==> src/gfx_pkg.sv <==
// Constants and carrier types for the planar graphics write/read datapath.
package gfx_pkg;

	// Register ports on the host I/O space.
	localparam logic [15:0] PORT_INDEX = 16'h03CE;
	localparam logic [15:0] PORT_DATA = 16'h03CF;

	// Indexes reached through the data port.
	localparam logic [3:0] IDX_FILL_VALUE = 4'h0;
	localparam logic [3:0] IDX_FILL_ENABLE = 4'h1;
	localparam logic [3:0] IDX_MATCH_VALUE = 4'h2;
	localparam logic [3:0] IDX_ROTATE_OP = 4'h3;
	localparam logic [3:0] IDX_READ_PLANE = 4'h4;
	localparam logic [3:0] IDX_ACCESS_MODE = 4'h5;
	localparam logic [3:0] IDX_WINDOW_CHAIN = 4'h6;
	localparam logic [3:0] IDX_MATCH_PART = 4'h7;
	localparam logic [3:0] IDX_BIT_PROTECT = 4'h8;

	// Field positions in access_mode_control.
	localparam int AM_LOAD_256 = 6;
	localparam int AM_INTERLEAVE = 5;
	localparam int AM_ODD_EVEN = 4;
	localparam int AM_COMPARE = 3;
	// Field positions in rotate_and_logic_op and window_and_chain_control.
	localparam int RO_OP_LSB = 3;
	localparam int WC_WIN_LSB = 2;
	localparam int WC_CHAIN = 1;

	// Write modes and logic functions.
	localparam logic [1:0] WMODE_0 = 2'h0;
	localparam logic [1:0] WMODE_1 = 2'h1;
	localparam logic [1:0] WMODE_2 = 2'h2;
	localparam logic [1:0] WMODE_3 = 2'h3;
	localparam logic [1:0] OP_PASS = 2'h0;
	localparam logic [1:0] OP_AND = 2'h1;
	localparam logic [1:0] OP_OR = 2'h2;
	localparam logic [1:0] OP_XOR = 2'h3;

	// Processor memory windows: base and the bits that must match it.
	localparam logic [19:0] WIN0_BASE = 20'hA0000;
	localparam logic [19:0] WIN0_MASK = 20'hE0000;
	localparam logic [19:0] WIN1_BASE = 20'hA0000;
	localparam logic [19:0] WIN1_MASK = 20'hF0000;
	localparam logic [19:0] WIN2_BASE = 20'hB0000;
	localparam logic [19:0] WIN2_MASK = 20'hF8000;
	localparam logic [19:0] WIN3_BASE = 20'hB8000;
	localparam logic [19:0] WIN3_MASK = 20'hF8000;

	// Value of every register after reset.
	localparam logic [7:0] REG_RESET = 8'h00;

	typedef struct packed {
		logic [15:0] addr;
		logic wr;
		logic rd;
		logic [7:0] wdata;
	} io_req_t;

	typedef struct packed {
		logic [19:0] addr;
		logic wr;
		logic rd;
		logic [7:0] wdata;
	} mem_req_t;

	typedef struct packed {
		logic [15:0] addr;
		logic [3:0] we;
		logic rd;
		logic [31:0] wdata;
	} plane_req_t;

endpackage : gfx_pkg

==> src/gfx_datapath.sv <==
// Planar graphics datapath between host cycles and four display planes.
`timescale 1ns/1ps

////////////////////////////////////////////////////////////////////////////////
module gfx_datapath (
	// Clock and reset.
	input wire logic clk_i,
	input wire logic rst_b_i,
	// Register ports.
	input wire gfx_pkg::io_req_t io_req_i,
	output logic [7:0] io_rdata_o,
	// Processor memory cycles.
	input wire gfx_pkg::mem_req_t mem_req_i,
	output logic mem_busy_o,
	output logic [7:0] mem_rdata_o,
	output logic mem_rvalid_o,
	// Sequencer chain mode bit.
	input wire logic seq_chain_i,
	// Display planes.
	output gfx_pkg::plane_req_t plane_req_o,
	input wire logic [31:0] plane_rdata_i,
	// Display fetch and shift registers.
	input wire logic disp_load_i,
	input wire logic [31:0] disp_data_i,
	output logic [3:0] pixel_nibble_o,
	output logic [7:0] pixel_byte_o,
	output logic pixel_byte_valid_o
);
	import gfx_pkg::*;

	typedef struct packed {
		logic [3:0] ptr;
		logic [3:0] fill;
		logic [3:0] fill_en;
		logic [3:0] match;
		logic [4:0] rotop;
		logic [1:0] rmap;
		logic [7:0] amode;
		logic [3:0] wchain;
		logic [3:0] part;
		logic [7:0] protect;
		logic [31:0] latch;
		logic [7:0] io_rdata;
		logic [7:0] mem_rdata;
		logic mem_rvalid;
		plane_req_t preq;
		logic rd_wait;
		logic [1:0] rd_plane;
		logic rd_compare;
		logic [31:0] sr;
		logic [3:0] nib_prev;
		logic phase;
		logic [7:0] pix_byte;
		logic pix_valid;
		logic [3:0] pix_nib;
	} state_t;

	state_t s;
	state_t next_s;

	////////////////////////////////////////////////////////////////////////
	// Write data shaping.

	logic [1:0] wmode;
	logic [1:0] op;
	logic [15:0] rot_wide;
	logic [7:0] rot;
	logic [7:0] eff_mask;
	logic [31:0] wr_data;
	logic [31:0] match_bits;
	logic [7:0] cmp_byte;

	assign wmode = s.amode[1:0];
	assign op = s.rotop[RO_OP_LSB +: 2];
	assign rot_wide = {mem_req_i.wdata, mem_req_i.wdata} >> s.rotop[2:0];
	assign rot = rot_wide[7:0];
	// In mode 3 the rotated byte narrows the mask instead of being data.
	assign eff_mask = (wmode == WMODE_3) ? (rot & s.protect)
		: s.protect;

	genvar p;
	for (p = 0; p < 4; p++) begin : g_plane
		logic [7:0] src;
		logic [7:0] lat;
		logic [7:0] alu;
		assign lat = s.latch[p*8 +: 8];
		always_comb begin
			case (wmode)
				WMODE_0: src = s.fill_en[p] ? {8{s.fill[p]}}
					: rot;
				WMODE_2: src = {8{mem_req_i.wdata[p]}};
				default: src = {8{s.fill[p]}};
			endcase
			case (op)
				OP_AND: alu = src & lat;
				OP_OR: alu = src | lat;
				OP_XOR: alu = src ^ lat;
				default: alu = src;
			endcase
		end
		// Positions cleared in the mask carry the latch back, so memory keeps them.
		assign wr_data[p*8 +: 8] = (wmode == WMODE_1) ? lat
			: ((alu & eff_mask) | (lat & ~eff_mask));
		assign match_bits[p*8 +: 8] = {8{~s.part[p]}}
			| ~(plane_rdata_i[p*8 +: 8] ^ {8{s.match[p]}});
	end

	assign cmp_byte = match_bits[7:0] & match_bits[15:8]
		& match_bits[23:16] & match_bits[31:24];

	////////////////////////////////////////////////////////////////////////
	// Processor address decode.

	logic hit;
	logic [19:0] off;
	logic [15:0] paddr;
	logic odd_even;
	logic [3:0] pmask;
	logic [1:0] rplane;

	always_comb begin
		case (s.wchain[WC_WIN_LSB +: 2])
			2'h0: begin
				hit = (mem_req_i.addr & WIN0_MASK) == WIN0_BASE;
				off = mem_req_i.addr & ~WIN0_MASK;
			end
			2'h1: begin
				hit = (mem_req_i.addr & WIN1_MASK) == WIN1_BASE;
				off = mem_req_i.addr & ~WIN1_MASK;
			end
			2'h2: begin
				hit = (mem_req_i.addr & WIN2_MASK) == WIN2_BASE;
				off = mem_req_i.addr & ~WIN2_MASK;
			end
			default: begin
				hit = (mem_req_i.addr & WIN3_MASK) == WIN3_BASE;
				off = mem_req_i.addr & ~WIN3_MASK;
			end
		endcase
		// Chaining trades address bit 0 for offset bit 16, the top bit of window 0 only.
		paddr = s.wchain[WC_CHAIN] ? {off[15:1], off[16]}
			: off[15:0];
		odd_even = s.amode[AM_ODD_EVEN] | s.wchain[WC_CHAIN];
		pmask = !odd_even ? 4'hF
			: (mem_req_i.addr[0] ? 4'hA : 4'h5);
		if (seq_chain_i)
			rplane = mem_req_i.addr[1:0];
		else if (odd_even)
			rplane = {s.rmap[1], mem_req_i.addr[0]};
		else
			rplane = s.rmap;
	end

	////////////////////////////////////////////////////////////////////////
	// Register file, memory cycles and shift registers.

	logic take_rd;
	logic take_wr;
	logic [31:0] load_word;
	logic [3:0] msbs;

	assign mem_busy_o = s.preq.rd | s.rd_wait;
	assign take_rd = mem_req_i.rd & hit & ~mem_busy_o;
	assign take_wr = mem_req_i.wr & hit & ~mem_busy_o & ~mem_req_i.rd;
	assign msbs = {s.sr[31], s.sr[23], s.sr[15], s.sr[7]};

	always_comb begin
		logic [7:0] d;
		logic [7:0] q0;
		logic [7:0] q1;
		logic [7:0] q2;
		logic [7:0] q3;
		d = io_req_i.wdata;
		q0 = disp_data_i[7:0];
		q1 = disp_data_i[15:8];
		q2 = disp_data_i[23:16];
		q3 = disp_data_i[31:24];
		next_s = s;
		// Register port writes.
		if (io_req_i.wr && io_req_i.addr == PORT_INDEX)
			next_s.ptr = d[3:0];
		if (io_req_i.wr && io_req_i.addr == PORT_DATA) begin
			case (s.ptr)
				IDX_FILL_VALUE: next_s.fill = d[3:0];
				IDX_FILL_ENABLE: next_s.fill_en = d[3:0];
				IDX_MATCH_VALUE: next_s.match = d[3:0];
				IDX_ROTATE_OP: next_s.rotop = d[4:0];
				IDX_READ_PLANE: next_s.rmap = d[1:0];
				IDX_ACCESS_MODE: next_s.amode = d & 8'h7B;
				IDX_WINDOW_CHAIN: next_s.wchain = d[3:0];
				IDX_MATCH_PART: next_s.part = d[3:0];
				IDX_BIT_PROTECT: next_s.protect = d;
				default: ;
			endcase
		end
		// Register port reads; extension indexes read as zero here.
		if (io_req_i.rd) begin
			if (io_req_i.addr == PORT_INDEX)
				next_s.io_rdata = {4'h0, s.ptr};
			else if (io_req_i.addr == PORT_DATA) begin
				case (s.ptr)
					IDX_FILL_VALUE: next_s.io_rdata = {4'h0, s.fill};
					IDX_FILL_ENABLE: next_s.io_rdata = {4'h0, s.fill_en};
					IDX_MATCH_VALUE: next_s.io_rdata = {4'h0, s.match};
					IDX_ROTATE_OP: next_s.io_rdata = {3'h0, s.rotop};
					IDX_READ_PLANE: next_s.io_rdata = {6'h00, s.rmap};
					IDX_ACCESS_MODE: next_s.io_rdata = s.amode;
					IDX_WINDOW_CHAIN: next_s.io_rdata = {4'h0, s.wchain};
					IDX_MATCH_PART: next_s.io_rdata = {4'h0, s.part};
					IDX_BIT_PROTECT: next_s.io_rdata = s.protect;
					default: next_s.io_rdata = 8'h00;
				endcase
			end else
				next_s.io_rdata = 8'h00;
		end
		// Plane cycles: one issue cycle, data comes back one cycle later.
		next_s.preq.rd = take_rd;
		next_s.preq.we = take_wr ? pmask : 4'h0;
		next_s.rd_wait = s.preq.rd;
		next_s.mem_rvalid = s.rd_wait;
		if (take_rd | take_wr)
			next_s.preq.addr = paddr;
		if (take_wr)
			next_s.preq.wdata = wr_data;
		if (take_rd) begin
			next_s.rd_plane = rplane;
			next_s.rd_compare = s.amode[AM_COMPARE];
		end
		if (s.rd_wait) begin
			next_s.latch = plane_rdata_i;
			if (s.rd_compare)
				next_s.mem_rdata = cmp_byte;
			else
				next_s.mem_rdata = plane_rdata_i[s.rd_plane*8 +: 8];
		end
		// Shift register load format; MSB leaves first in every format.
		if (disp_load_i) begin
			if (s.amode[AM_INTERLEAVE] && !s.amode[AM_LOAD_256])
				next_s.sr = {
					q1[7], q1[5], q1[3], q1[1], q3[7], q3[5], q3[3], q3[1],
					q1[6], q1[4], q1[2], q1[0], q3[6], q3[4], q3[2], q3[0],
					q0[7], q0[5], q0[3], q0[1], q2[7], q2[5], q2[3], q2[1],
					q0[6], q0[4], q0[2], q0[0], q2[6], q2[4], q2[2], q2[0]
				};
			else
				next_s.sr = disp_data_i;
			next_s.phase = 1'b0;
		end else begin
			for (int i = 0; i < 4; i++)
				next_s.sr[i*8 +: 8] = {s.sr[i*8 +: 7], 1'b0};
			next_s.phase = ~s.phase;
		end
		next_s.pix_nib = msbs;
		// In 256-colour load two nibbles pair into one pixel byte.
		next_s.nib_prev = msbs;
		next_s.pix_valid = s.amode[AM_LOAD_256] & s.phase;
		if (s.amode[AM_LOAD_256] && s.phase)
			next_s.pix_byte = {s.nib_prev, msbs};
	end

	always_ff @(posedge clk_i) begin
		if (!rst_b_i)
			s <= '0;
		else
			s <= next_s;
	end

	assign io_rdata_o = s.io_rdata;
	assign mem_rdata_o = s.mem_rdata;
	assign mem_rvalid_o = s.mem_rvalid;
	assign plane_req_o = s.preq;
	assign pixel_nibble_o = s.pix_nib;
	assign pixel_byte_o = s.pix_byte;
	assign pixel_byte_valid_o = s.pix_valid;

	////////////////////////////////////////////////////////////////////////
	// Checks.

	a_index_select: assert property (
		@(posedge clk_i) disable iff (!rst_b_i)
		io_req_i.wr && io_req_i.addr == PORT_INDEX && !io_req_i.rd
		|=> s.ptr == $past(io_req_i.wdata[3:0]))
		else $error("index pointer not loaded");
	a_fill_mode0: assert property (
		@(posedge clk_i) disable iff (!rst_b_i)
		take_wr && wmode == WMODE_0 && s.fill_en[0] && s.protect == 8'hFF
		&& op == OP_PASS |=> plane_req_o.wdata[7:0] == {8{$past(s.fill[0])}})
		else $error("fill value not written in mode 0");
	a_rotate_mode0: assert property (
		@(posedge clk_i) disable iff (!rst_b_i)
		take_wr && wmode == WMODE_0 && !s.fill_en[1] && s.protect == 8'hFF
		&& op == OP_PASS |=> plane_req_o.wdata[15:8] == $past(rot))
		else $error("rotated data not written");
	a_fill_mode2: assert property (
		@(posedge clk_i) disable iff (!rst_b_i)
		take_wr && wmode == WMODE_2 && s.protect == 8'hFF && op == OP_PASS
		|=> plane_req_o.wdata[7:0] == {8{$past(mem_req_i.wdata[0])}})
		else $error("data bit not replicated in mode 2");
	a_copy_mode1: assert property (
		@(posedge clk_i) disable iff (!rst_b_i)
		take_wr && wmode == WMODE_1 |=> plane_req_o.wdata == $past(s.latch))
		else $error("latches not copied in mode 1");
	a_mask_keeps: assert property (
		@(posedge clk_i) disable iff (!rst_b_i)
		take_wr && s.protect == 8'h00 |=> plane_req_o.wdata == $past(s.latch))
		else $error("masked bits changed");
	a_read_latch: assert property (
		@(posedge clk_i) disable iff (!rst_b_i)
		take_rd |-> ##2 s.rd_wait ##1 (s.latch == $past(plane_rdata_i)
		&& mem_rvalid_o))
		else $error("read did not load latches");
	// A read holds the port for two cycles so the latches load in order.
	a_busy_read: assert property (
		@(posedge clk_i) disable iff (!rst_b_i)
		take_rd |=> mem_busy_o ##1 mem_busy_o ##1 !mem_busy_o)
		else $error("read busy window wrong");
	a_rvalid_pulse: assert property (
		@(posedge clk_i) disable iff (!rst_b_i)
		mem_rvalid_o |=> !mem_rvalid_o)
		else $error("read valid held for two cycles");
	a_compare_none: assert property (
		@(posedge clk_i) disable iff (!rst_b_i)
		take_rd && s.amode[AM_COMPARE] && s.part == 4'h0
		|-> ##3 mem_rdata_o == 8'hFF)
		else $error("excluded planes still compared");
	a_window_miss: assert property (
		@(posedge clk_i) disable iff (!rst_b_i)
		mem_req_i.wr && s.wchain[3:2] == 2'h3 && mem_req_i.addr[19:16] == 4'hA
		|=> plane_req_o.we == 4'h0)
		else $error("write outside window accepted");
	a_odd_even_wr: assert property (
		@(posedge clk_i) disable iff (!rst_b_i)
		take_wr && s.amode[AM_ODD_EVEN] && !mem_req_i.addr[0]
		|=> plane_req_o.we == 4'h5)
		else $error("even address reached odd planes");
	a_pixel_pair: assert property (
		@(posedge clk_i) disable iff (!rst_b_i)
		pixel_byte_valid_o |-> !$past(pixel_byte_valid_o))
		else $error("pixel bytes not paired");

endmodule : gfx_datapath

==> config.mk <==
export PLATFORM = sky130hd
export DESIGN_NAME = gfx_datapath
export DESIGN_NICKNAME = d
export VERILOG_FILES = /design/src/gfx_pkg.sv /design/src/gfx_datapath.sv
export SDC_FILE = /design/constraint.sdc
export NUM_CORES = 1
export LEC_CHECK = 0
export ABC_AREA = 1
export BUFFER_PORTS_ARGS = -buffer_cell sky130_fd_sc_hd__buf_2
export CELL_PAD_IN_SITES_DETAIL_PLACEMENT = 0
export CELL_PAD_IN_SITES_GLOBAL_PLACEMENT = 1
export CORE_MARGIN = 10
export CORE_UTILIZATION = 40
export CTS_CLUSTER_SIZE = 24
export DETAILED_ROUTE_END_ITERATION = 8
export MAX_ROUTING_LAYER = met4
export PLACE_DENSITY_LB_ADDON = 0.15
export SLEW_MARGIN = 40
export SYNTH_ARGS = -nofsm -noshare
export SYNTH_HDL_FRONTEND = slang
export SYNTH_SLANG_ARGS = --single-unit
==> constraint.sdc <==
create_clock -name clk_i -period 2.45 [get_ports clk_i]
set_input_delay 0.49 -clock clk_i [delete_from_list [all_inputs] [get_ports clk_i]]
set_output_delay 0.49 -clock clk_i [all_outputs]
set_load 0.05 [all_outputs]
==> impl_metrics.yaml, run 1 <==
status:
  outcome: "finished clean"
logic_synthesis:
  synth_area_leaders: "dfxtp_1 (34%), nand2_1 (12%), nor2_1 (8.0%), a21oi_1 (7.8%), o21ai_0 (7.4%)"
  syn_area_per_cell_um2: 6.57
  synth_area_leader_cell: "dfxtp_1"
  ys_ff_latch: 195
  synth_top_area_share_pct: 34.2
  syn-cell-area_mm2: 0.0114
  synth_edf_count: 0
  async_reset_ff_share_pct: 0
  synth_ff_type: "dfxtp_1"
  syn_inst: 1741
  seq_area_frac_synth_pct: 34.2
  syn_nets: 1897
  synth_warnings: 0
  synthDistinctLibCells: 35
min_path:
  hp-start: "mem_req_i[20]"
  hold_class: "in -> reg"
  hold_depth: 3
floorplanning:
  dieArea_mm2: 0.0357
  die_x_um: 189
  coreArea_mm2: 0.0280
  start_util_pct: 40.8
  io_pins: 208
  die_h_um: 189
  rows: 61
cells_and_area:
  fin_cells: 2227
  register_area_mm2: 0.00391
  fin_nets: 1982
  syn2layout_area_growth_pct: 12.6
  fin_util_pct: 45.9
  multi_input_area_mm2: 0.00601
  drive_above_1_share_pct: 17.2
  nFillCells: 3065
power_and_ir_drop:
  p_leak_uw: 0.00651
  ir_drop_v: 0.000329
  power-per-cell-area_mw_per_mm2: 530
setup_path:
  end_kind: "flop"
  critical_path_required_ns: 2.77
  path_class: "reg -> reg"
  rrSetupSlack_ns: 0.19
  crit_path_end: "plane_req_o[19]"
  r2r_start: "s[182]"
  cp-startpoint: "s[182]"
  worst-endpoint-arrival_ns: 2.59
  critPathLaunchType: "flop"
  reg2reg_to: "plane_req_o[19]"
  r2r_cells: 16
  cp_max_fo: 6
placed_design:
  io_buffers: 207
  dp.cells: 2182
  dp_hpwl_um: 31500
  gp_congestion: 0.939
  preCtsSetupSlack_ns: -0.0769
detailed_routing:
  drt-pass1-iter-count: 5
  antenna_left: 0
  vias: 11700
  drc: 0
  post_drt_wl_per_cell_um: 18.8
  vias_per_cell: 5.26
  wl_um: 42000
  drt_iter0_drc: 964
grt:
  overflow: 0
  grt_usage_pct: 23.6
  grt_antenna_before_repair: 10
  grt_max_degree: 144
  grt_pass1_vias: 11500
  grt_first_pass_wirelength_um: 65300
clocking:
  clock_path_buffers: 2
  root_buffer: "clkbuf_16"
  cts_tree: "built"
  clk_latency_ns: 0.45
  htree_levels: 4
  clkTransAtPathRegs_ns: 0.09
  cts_inserted_buffers: 17
  clock_sinks: 195
sta:
  worst_slew_pin_slew_ns: 0.694
  period_minus_slack_ns: 2.26
  setup_ws_ns: 0.188
  setup_viol: 0
  fin_tns_setup_ns: 0
  maxSlewHeadroom_pct: 53.7
  fmax_mhz: 442
  fin_crit_sh_pct: 92.3
  rsz0062_at_grt: "true"
  fin_skew_ns: 0.0235
  slew_viol_final: 0
  hold_viol: 0
job:
  max_cap_violations: 0
where the power goes:
part / internal, µW / switching (µW) / leakage, µW
Combinational: 217 / 459 / 0.00463
Sequential: 3230 / 35.1 / 0.00158
Clock: 1390 / 1490 / 0.000292
Total: 4840 / 1980 / 0.00651
cell usage in the layout (no fill, tap or decap), drive strengths merged:
| cell | n |
|---|---|
| nand3 | 104 |
| nand4 | 21 |
| clkinv | 17 |
| inv | 154 |
| buf | 232 |
| o32ai | 28 |
| diode | 10 |
| dfxtp | 195 |
| nor4 | 1 |
| nor2 | 250 |
| nand2 | 373 |
| a21oi | 178 |
| clkinvlp | 1 |
| a31oi | 17 |
| or2 | 2 |
| ha | 32 |
| and3b | 1 |
| nor3 | 2 |
| clkbuf | 18 |
| a211oi | 14 |
| o221ai | 1 |
| o31ai | 3 |
| o22ai | 11 |
| o21ai | 184 |
sequential cells by signal (all words and copies together), names as in the netlist, 2 cells and up:
signal	flops
plane_req_o	51
op	2
mem_rdata_o	8
s	75
msbs	4
g_plane.lat	32
io_rdata_o	8
pixel_nibble_o	4
pixel_byte_o	8
synthesized netlist by cell type, types with 2 or more instances:
master / count
nand2_1: 358
nor2_1: 243
dfxtp_1: 195
a21oi_1: 178
o21ai_0: 169
inv_1: 136
nand3_1: 104
buf_4: 84
clkbuf_1: 59
ha_1: 32
o32ai_1: 28
nand4_1: 21
a31oi_1: 17
nand2_2: 15
o21ai_1: 15
buf_2: 14
a211oi_1: 13
clkinv_1: 11
o22ai_1: 11
inv_2: 9
buf_1: 6
nor2_8: 6
o31ai_1: 3
clkbuf_2: 2
nor3_1: 2
metal layers:
metal,global-route usage (%),vias to the layer above,wire [µm]
met5,-,-,0
met4,7.75,0,1200
met3,4.91,55,2430
met2,38.0,336,19700
met1,29.1,5452,18700
li1,-,5877,-
stage by stage:
stage	total power [µW]	cell area [µm²]	hold slack, ns
floorplan	3780	11400	0.393
global placement	4010	12200	0.403
detailed placement	4020	12200	0.407
CTS	6890	12800	0.253
global route	7090	12900	0.269
finish	6820	12900	0.264
area by class of cell:
cell class                      instances  area share (%)
Antenna cell                           10           0.194
Tap cell                              378            3.67
Multi-Input combinational cell       1222            46.7
Clock inverter                         14            1.36
Timing Repair Buffer                  232            9.62
Clock buffer                           18            3.33
Sequential cell                       195            30.4
Inverter                              158            4.70
cell families after synthesis:
logic type	count (synthesis)	synth area share, %
DFF	195	34.2
buffers and inverters	324	13.7
and+or+nand+nor	754	27.9
AOI/OAI and AO/OA	436	20.8
adders and majority gates	32	3.50
repair_timing:
| action | 4_1_cts | 5_1_grt |
|---|---|---|
| gates resized for setup | 2 | 22 |
| setup endpoints to repair | 2 | 15 |
| hold buffers | 0 | 0 |
| pin swaps | 0 | 4 |
| setup buffers | 0 | 3 |
worst min path at each step:
| stage | slack [ns] | endpoint |
|---|---|---|
| after floorplan | 0.39 | s[13] |
| final | 0.26 | plane_req_o[47] |
| after CTS | 0.25 | plane_req_o[47] |
| after global routing | 0.27 | plane_req_o[44] |
| after global placement | 0.40 | s[13] |
| after detailed placement | 0.41 | s[13] |
critical path: stages, from the launching register on:
cell and delay, ns:
dfxtp_4 0.38, buf_4 0.16, nand2_1 0.07, nand3_1 0.15, nand3_2 0.11, nand2_2 0.11, nand2_1 0.08, nand2_1 0.06
nand2_1 0.06, nand2_1 0.07, ha_1 0.28, a21oi_1 0.14, nor2_1 0.08, nor2_1 0.09, nor2_1 0.04, o21ai_0 0.18
a21oi_1 0.08
No activity file was read; power rests on OpenSTA's default activity.
==> run 2: changes to the inputs <==
--- a/config.mk
+++ b/config.mk
@@ -5,12 +5,11 @@
 export SDC_FILE = /design/constraint.sdc
 export NUM_CORES = 1
 export LEC_CHECK = 0
-export ABC_AREA = 1
 export BUFFER_PORTS_ARGS = -buffer_cell sky130_fd_sc_hd__buf_2
 export CELL_PAD_IN_SITES_DETAIL_PLACEMENT = 0
 export CELL_PAD_IN_SITES_GLOBAL_PLACEMENT = 1
 export CORE_MARGIN = 10
-export CORE_UTILIZATION = 40
+export CORE_UTILIZATION = 43
 export CTS_CLUSTER_SIZE = 24
 export DETAILED_ROUTE_END_ITERATION = 8
 export MAX_ROUTING_LAYER = met4
==> impl_metrics.yaml, run 2 <==
status:
  outcome: "finished with violations"
  violations: "setup timing"
logic_synthesis:
  synth_adder_area_share_pct: 3.35
  syn_inst: 1400
  synth_top_family_by_area: "compound AO/OA/AOI/OAI gates"
  synthMuxAreaShare_pct: 17.4
  syn-cell-area_mm2: 0.0120
  synth_warnings: 0
  synth_compound_area_share_pct: 18.6
  ys_top_cells_by_count: "dfxtp_1 (195), nor2_1 (184), mux2i_1 (154)"
  synth_area_leader_cell: "dfxtp_1"
  synth.most_common_cell: "dfxtp_1"
  synth_edf_count: 0
  synth-xor-area-share_pct: 2.34
  seq_area_frac_synth_pct: 32.6
  synth_ff_type: "dfxtp_1"
  ys_ff_latch: 195
  synth_area_leaders: "dfxtp_1 (33%), mux2i_1 (13%), buf_4 (5.8%), nor2_1 (5.8%), mux4_2 (4.0%)"
  yosys.area_share.simple_pct: 16.4
  synthDistinctLibCells: 72
  syn_area_per_cell_um2: 8.55
  async_reset_ff_share_pct: 0
  syn_nets: 1556
  synth_top_area_share_pct: 32.6
power_and_ir_drop:
  power_uw: 6940
  p_leak_uw: 0.00591
  ir_drop_v: 0.000521
  power-per-cell-area_mw_per_mm2: 479
sta:
  rsz0062_at_grt: "true"
  period_minus_slack_ns: 2.64
  setup_viol: 15
  fmax_mhz: 379
  maxSlewHeadroom_pct: 49.8
  slew_viol_final: 0
  fin_crit_sh_pct: 108
  fin_tns_setup_ns: -1.18
  fin_skew_ns: 0.0186
  worst_slew_pin_slew_ns: 0.746
  hold_viol: 0
  setup_ws_ns: -0.186
clocking:
  clk_latency_ns: 0.44
  clock_sinks: 195
  cts_tree: "built"
  htree_levels: 4
  root_buffer: "clkbuf_16"
  cts_inserted_buffers: 17
  clock_path_buffers: 2
  clkTransAtPathRegs_ns: 0.08
min_path:
  hold_class: "in -> reg"
detailed_routing:
  drt_iter0_drc: 864
  drc: 0
  wl_um: 41500
  antenna_left: 0
  vias: 11000
  vias_per_cell: 5.60
  drt-pass1-iter-count: 6
  post_drt_wl_per_cell_um: 21.1
grt:
  grt_antenna_before_repair: 5
  grt_first_pass_wirelength_um: 62600
  grt_usage_pct: 23.1
  grt_max_degree: 151
  grt_pass1_vias: 10700
  overflow: 0
placed_design:
  placed_area_mm2: 0.0133
  io_buffers: 207
  gp_congestion: 0.908
  preCtsSetupSlack_ns: -0.387
  dp_hpwl_um: 30900
setup_path:
  critical_path_required_ns: 2.78
  critPathLaunchType: "flop"
  cp_max_fo: 3
  worst-endpoint-arrival_ns: 2.97
  path_class: "reg -> reg"
  end_kind: "flop"
cells_and_area:
  regMostFlops: "s"
  final_common_cell: "buf_2"
  final_area_mm2: 0.0145
  drive_above_1_share_pct: 30.0
  fin_nets: 1722
  nFillCells: 2666
  largest_register_ffs: 75
  syn2layout_area_growth_pct: 21.1
  layout_common_cells: "buf_2 (207), dfxtp_1 (189), nor2_1 (181)"
floorplanning:
  coreArea_mm2: 0.0276
  dieArea_mm2: 0.0349
  rows: 61
  io_pins: 208
  die_h_um: 187
  die_x_um: 187
  start_util_pct: 43.3
job:
  max_cap_violations: 0
==> run 2: cell types whose count changed in the layout (fill, tap and decap cells not counted), moves of 21 or more <==
cell | before | now
nor2_1 | 241 | 181
nand3_1 | 97 | 36
mux4_2 | 0 | 21
a21oi_1 | 177 | 67
mux2i_1 | 0 | 147
o21ai_0 | 163 | 39
o32ai_1 | 28 | 0
xor2_1 | 0 | 32
a22oi_1 | 0 | 45
inv_1 | 136 | 8
nand2_1 | 356 | 110
buf_4 | 25 | 107
==> run 2: where the power goes <==
group | leakage, µW | total, µW | internal, µW | switching, µW
Clock | 0.000302 | 2970 | 1420 | 1550
Sequential | 0.00158 | 3240 | 3220 | 27.3
Combinational | 0.00403 | 719 | 315 | 404
Total | 0.00591 | 6940 | 4950 | 1990
==> run 2: worst paths after layout <==
| path | startpoint | end | slack [ns] | cells past startpoint |
|---|---|---|---|---|
| max reg2reg | s[183] | plane_req_o[26] | -0.19 | 11 |
| min reg2reg | pixel_byte_o[3] | pixel_byte_o[3] | 0.46 | 2 |
| min | mem_req_i[10] | plane_req_o[35] | 0.23 | 2 |
| max | s[183] | plane_req_o[26] | -0.19 | 11 |
==> run 2: kinds of logic after synthesis <==
logic type,after synthesis
simple gates,430
compound gates,340
fa+ha+maj,32
buf+inv,190
mux,181
xor+xnor,32
flops,195
==> run 2: repair_timing <==
item / in CTS / in global routing
hold buffers: 0 / 0
setup endpoints to repair: 32 / 32
resized for setup: 38 / 82
pin swaps: 32 / 44
setup buffers: 12 / 10
==> run 2: area by class of cell <==
class | instances | area [µm²] | share of cell area, %
clock inverters | 15 | 200 | 1.38
flip-flops and latches | 195 | 3920 | 27.0
multi-input cells | 1015 | 7400 | 51.0
inverters | 11 | 43.8 | 0.302
diodes | 4 | 10.0 | 0.0691
well taps | 378 | 473 | 3.26
repair buffers | 326 | 2030 | 14.0
clock buffers | 17 | 425 | 2.94
==> run 2: layer usage <==
layer,vias up,wire [µm],global-route usage (%),share of wire [%]
met5,-,0,-,0
met4,0,1580,9.21,3.8
met3,65,2100,3.73,5.1
met2,389,19900,37.4,48
met1,5248,17900,28.3,43
li1,5286,-,-,-
==> run 2: critical path: stages (launching register included) <==
cell       delay [ns]
dfxtp_4          0.39
mux4_2           0.56
mux2_4           0.30
nor2_2           0.07
o21ai_1          0.06
ha_1             0.27
nand2b_4         0.15
a21oi_4          0.14
o2111ai_2        0.14
a22oi_1          0.18
a2bb2oi_1        0.19
o21ai_1          0.07
==> run 2: through the flow <==
step	hold WS, ns	std cells	util (%)
after floorplan	0.426	1400	-
after detailed placement	0.438	1906	48.1
after global placement	0.434	1906	48.1
after CTS	0.221	1949	51.1
final	0.235	1961	52.4
after global routing	0.226	1961	52.4
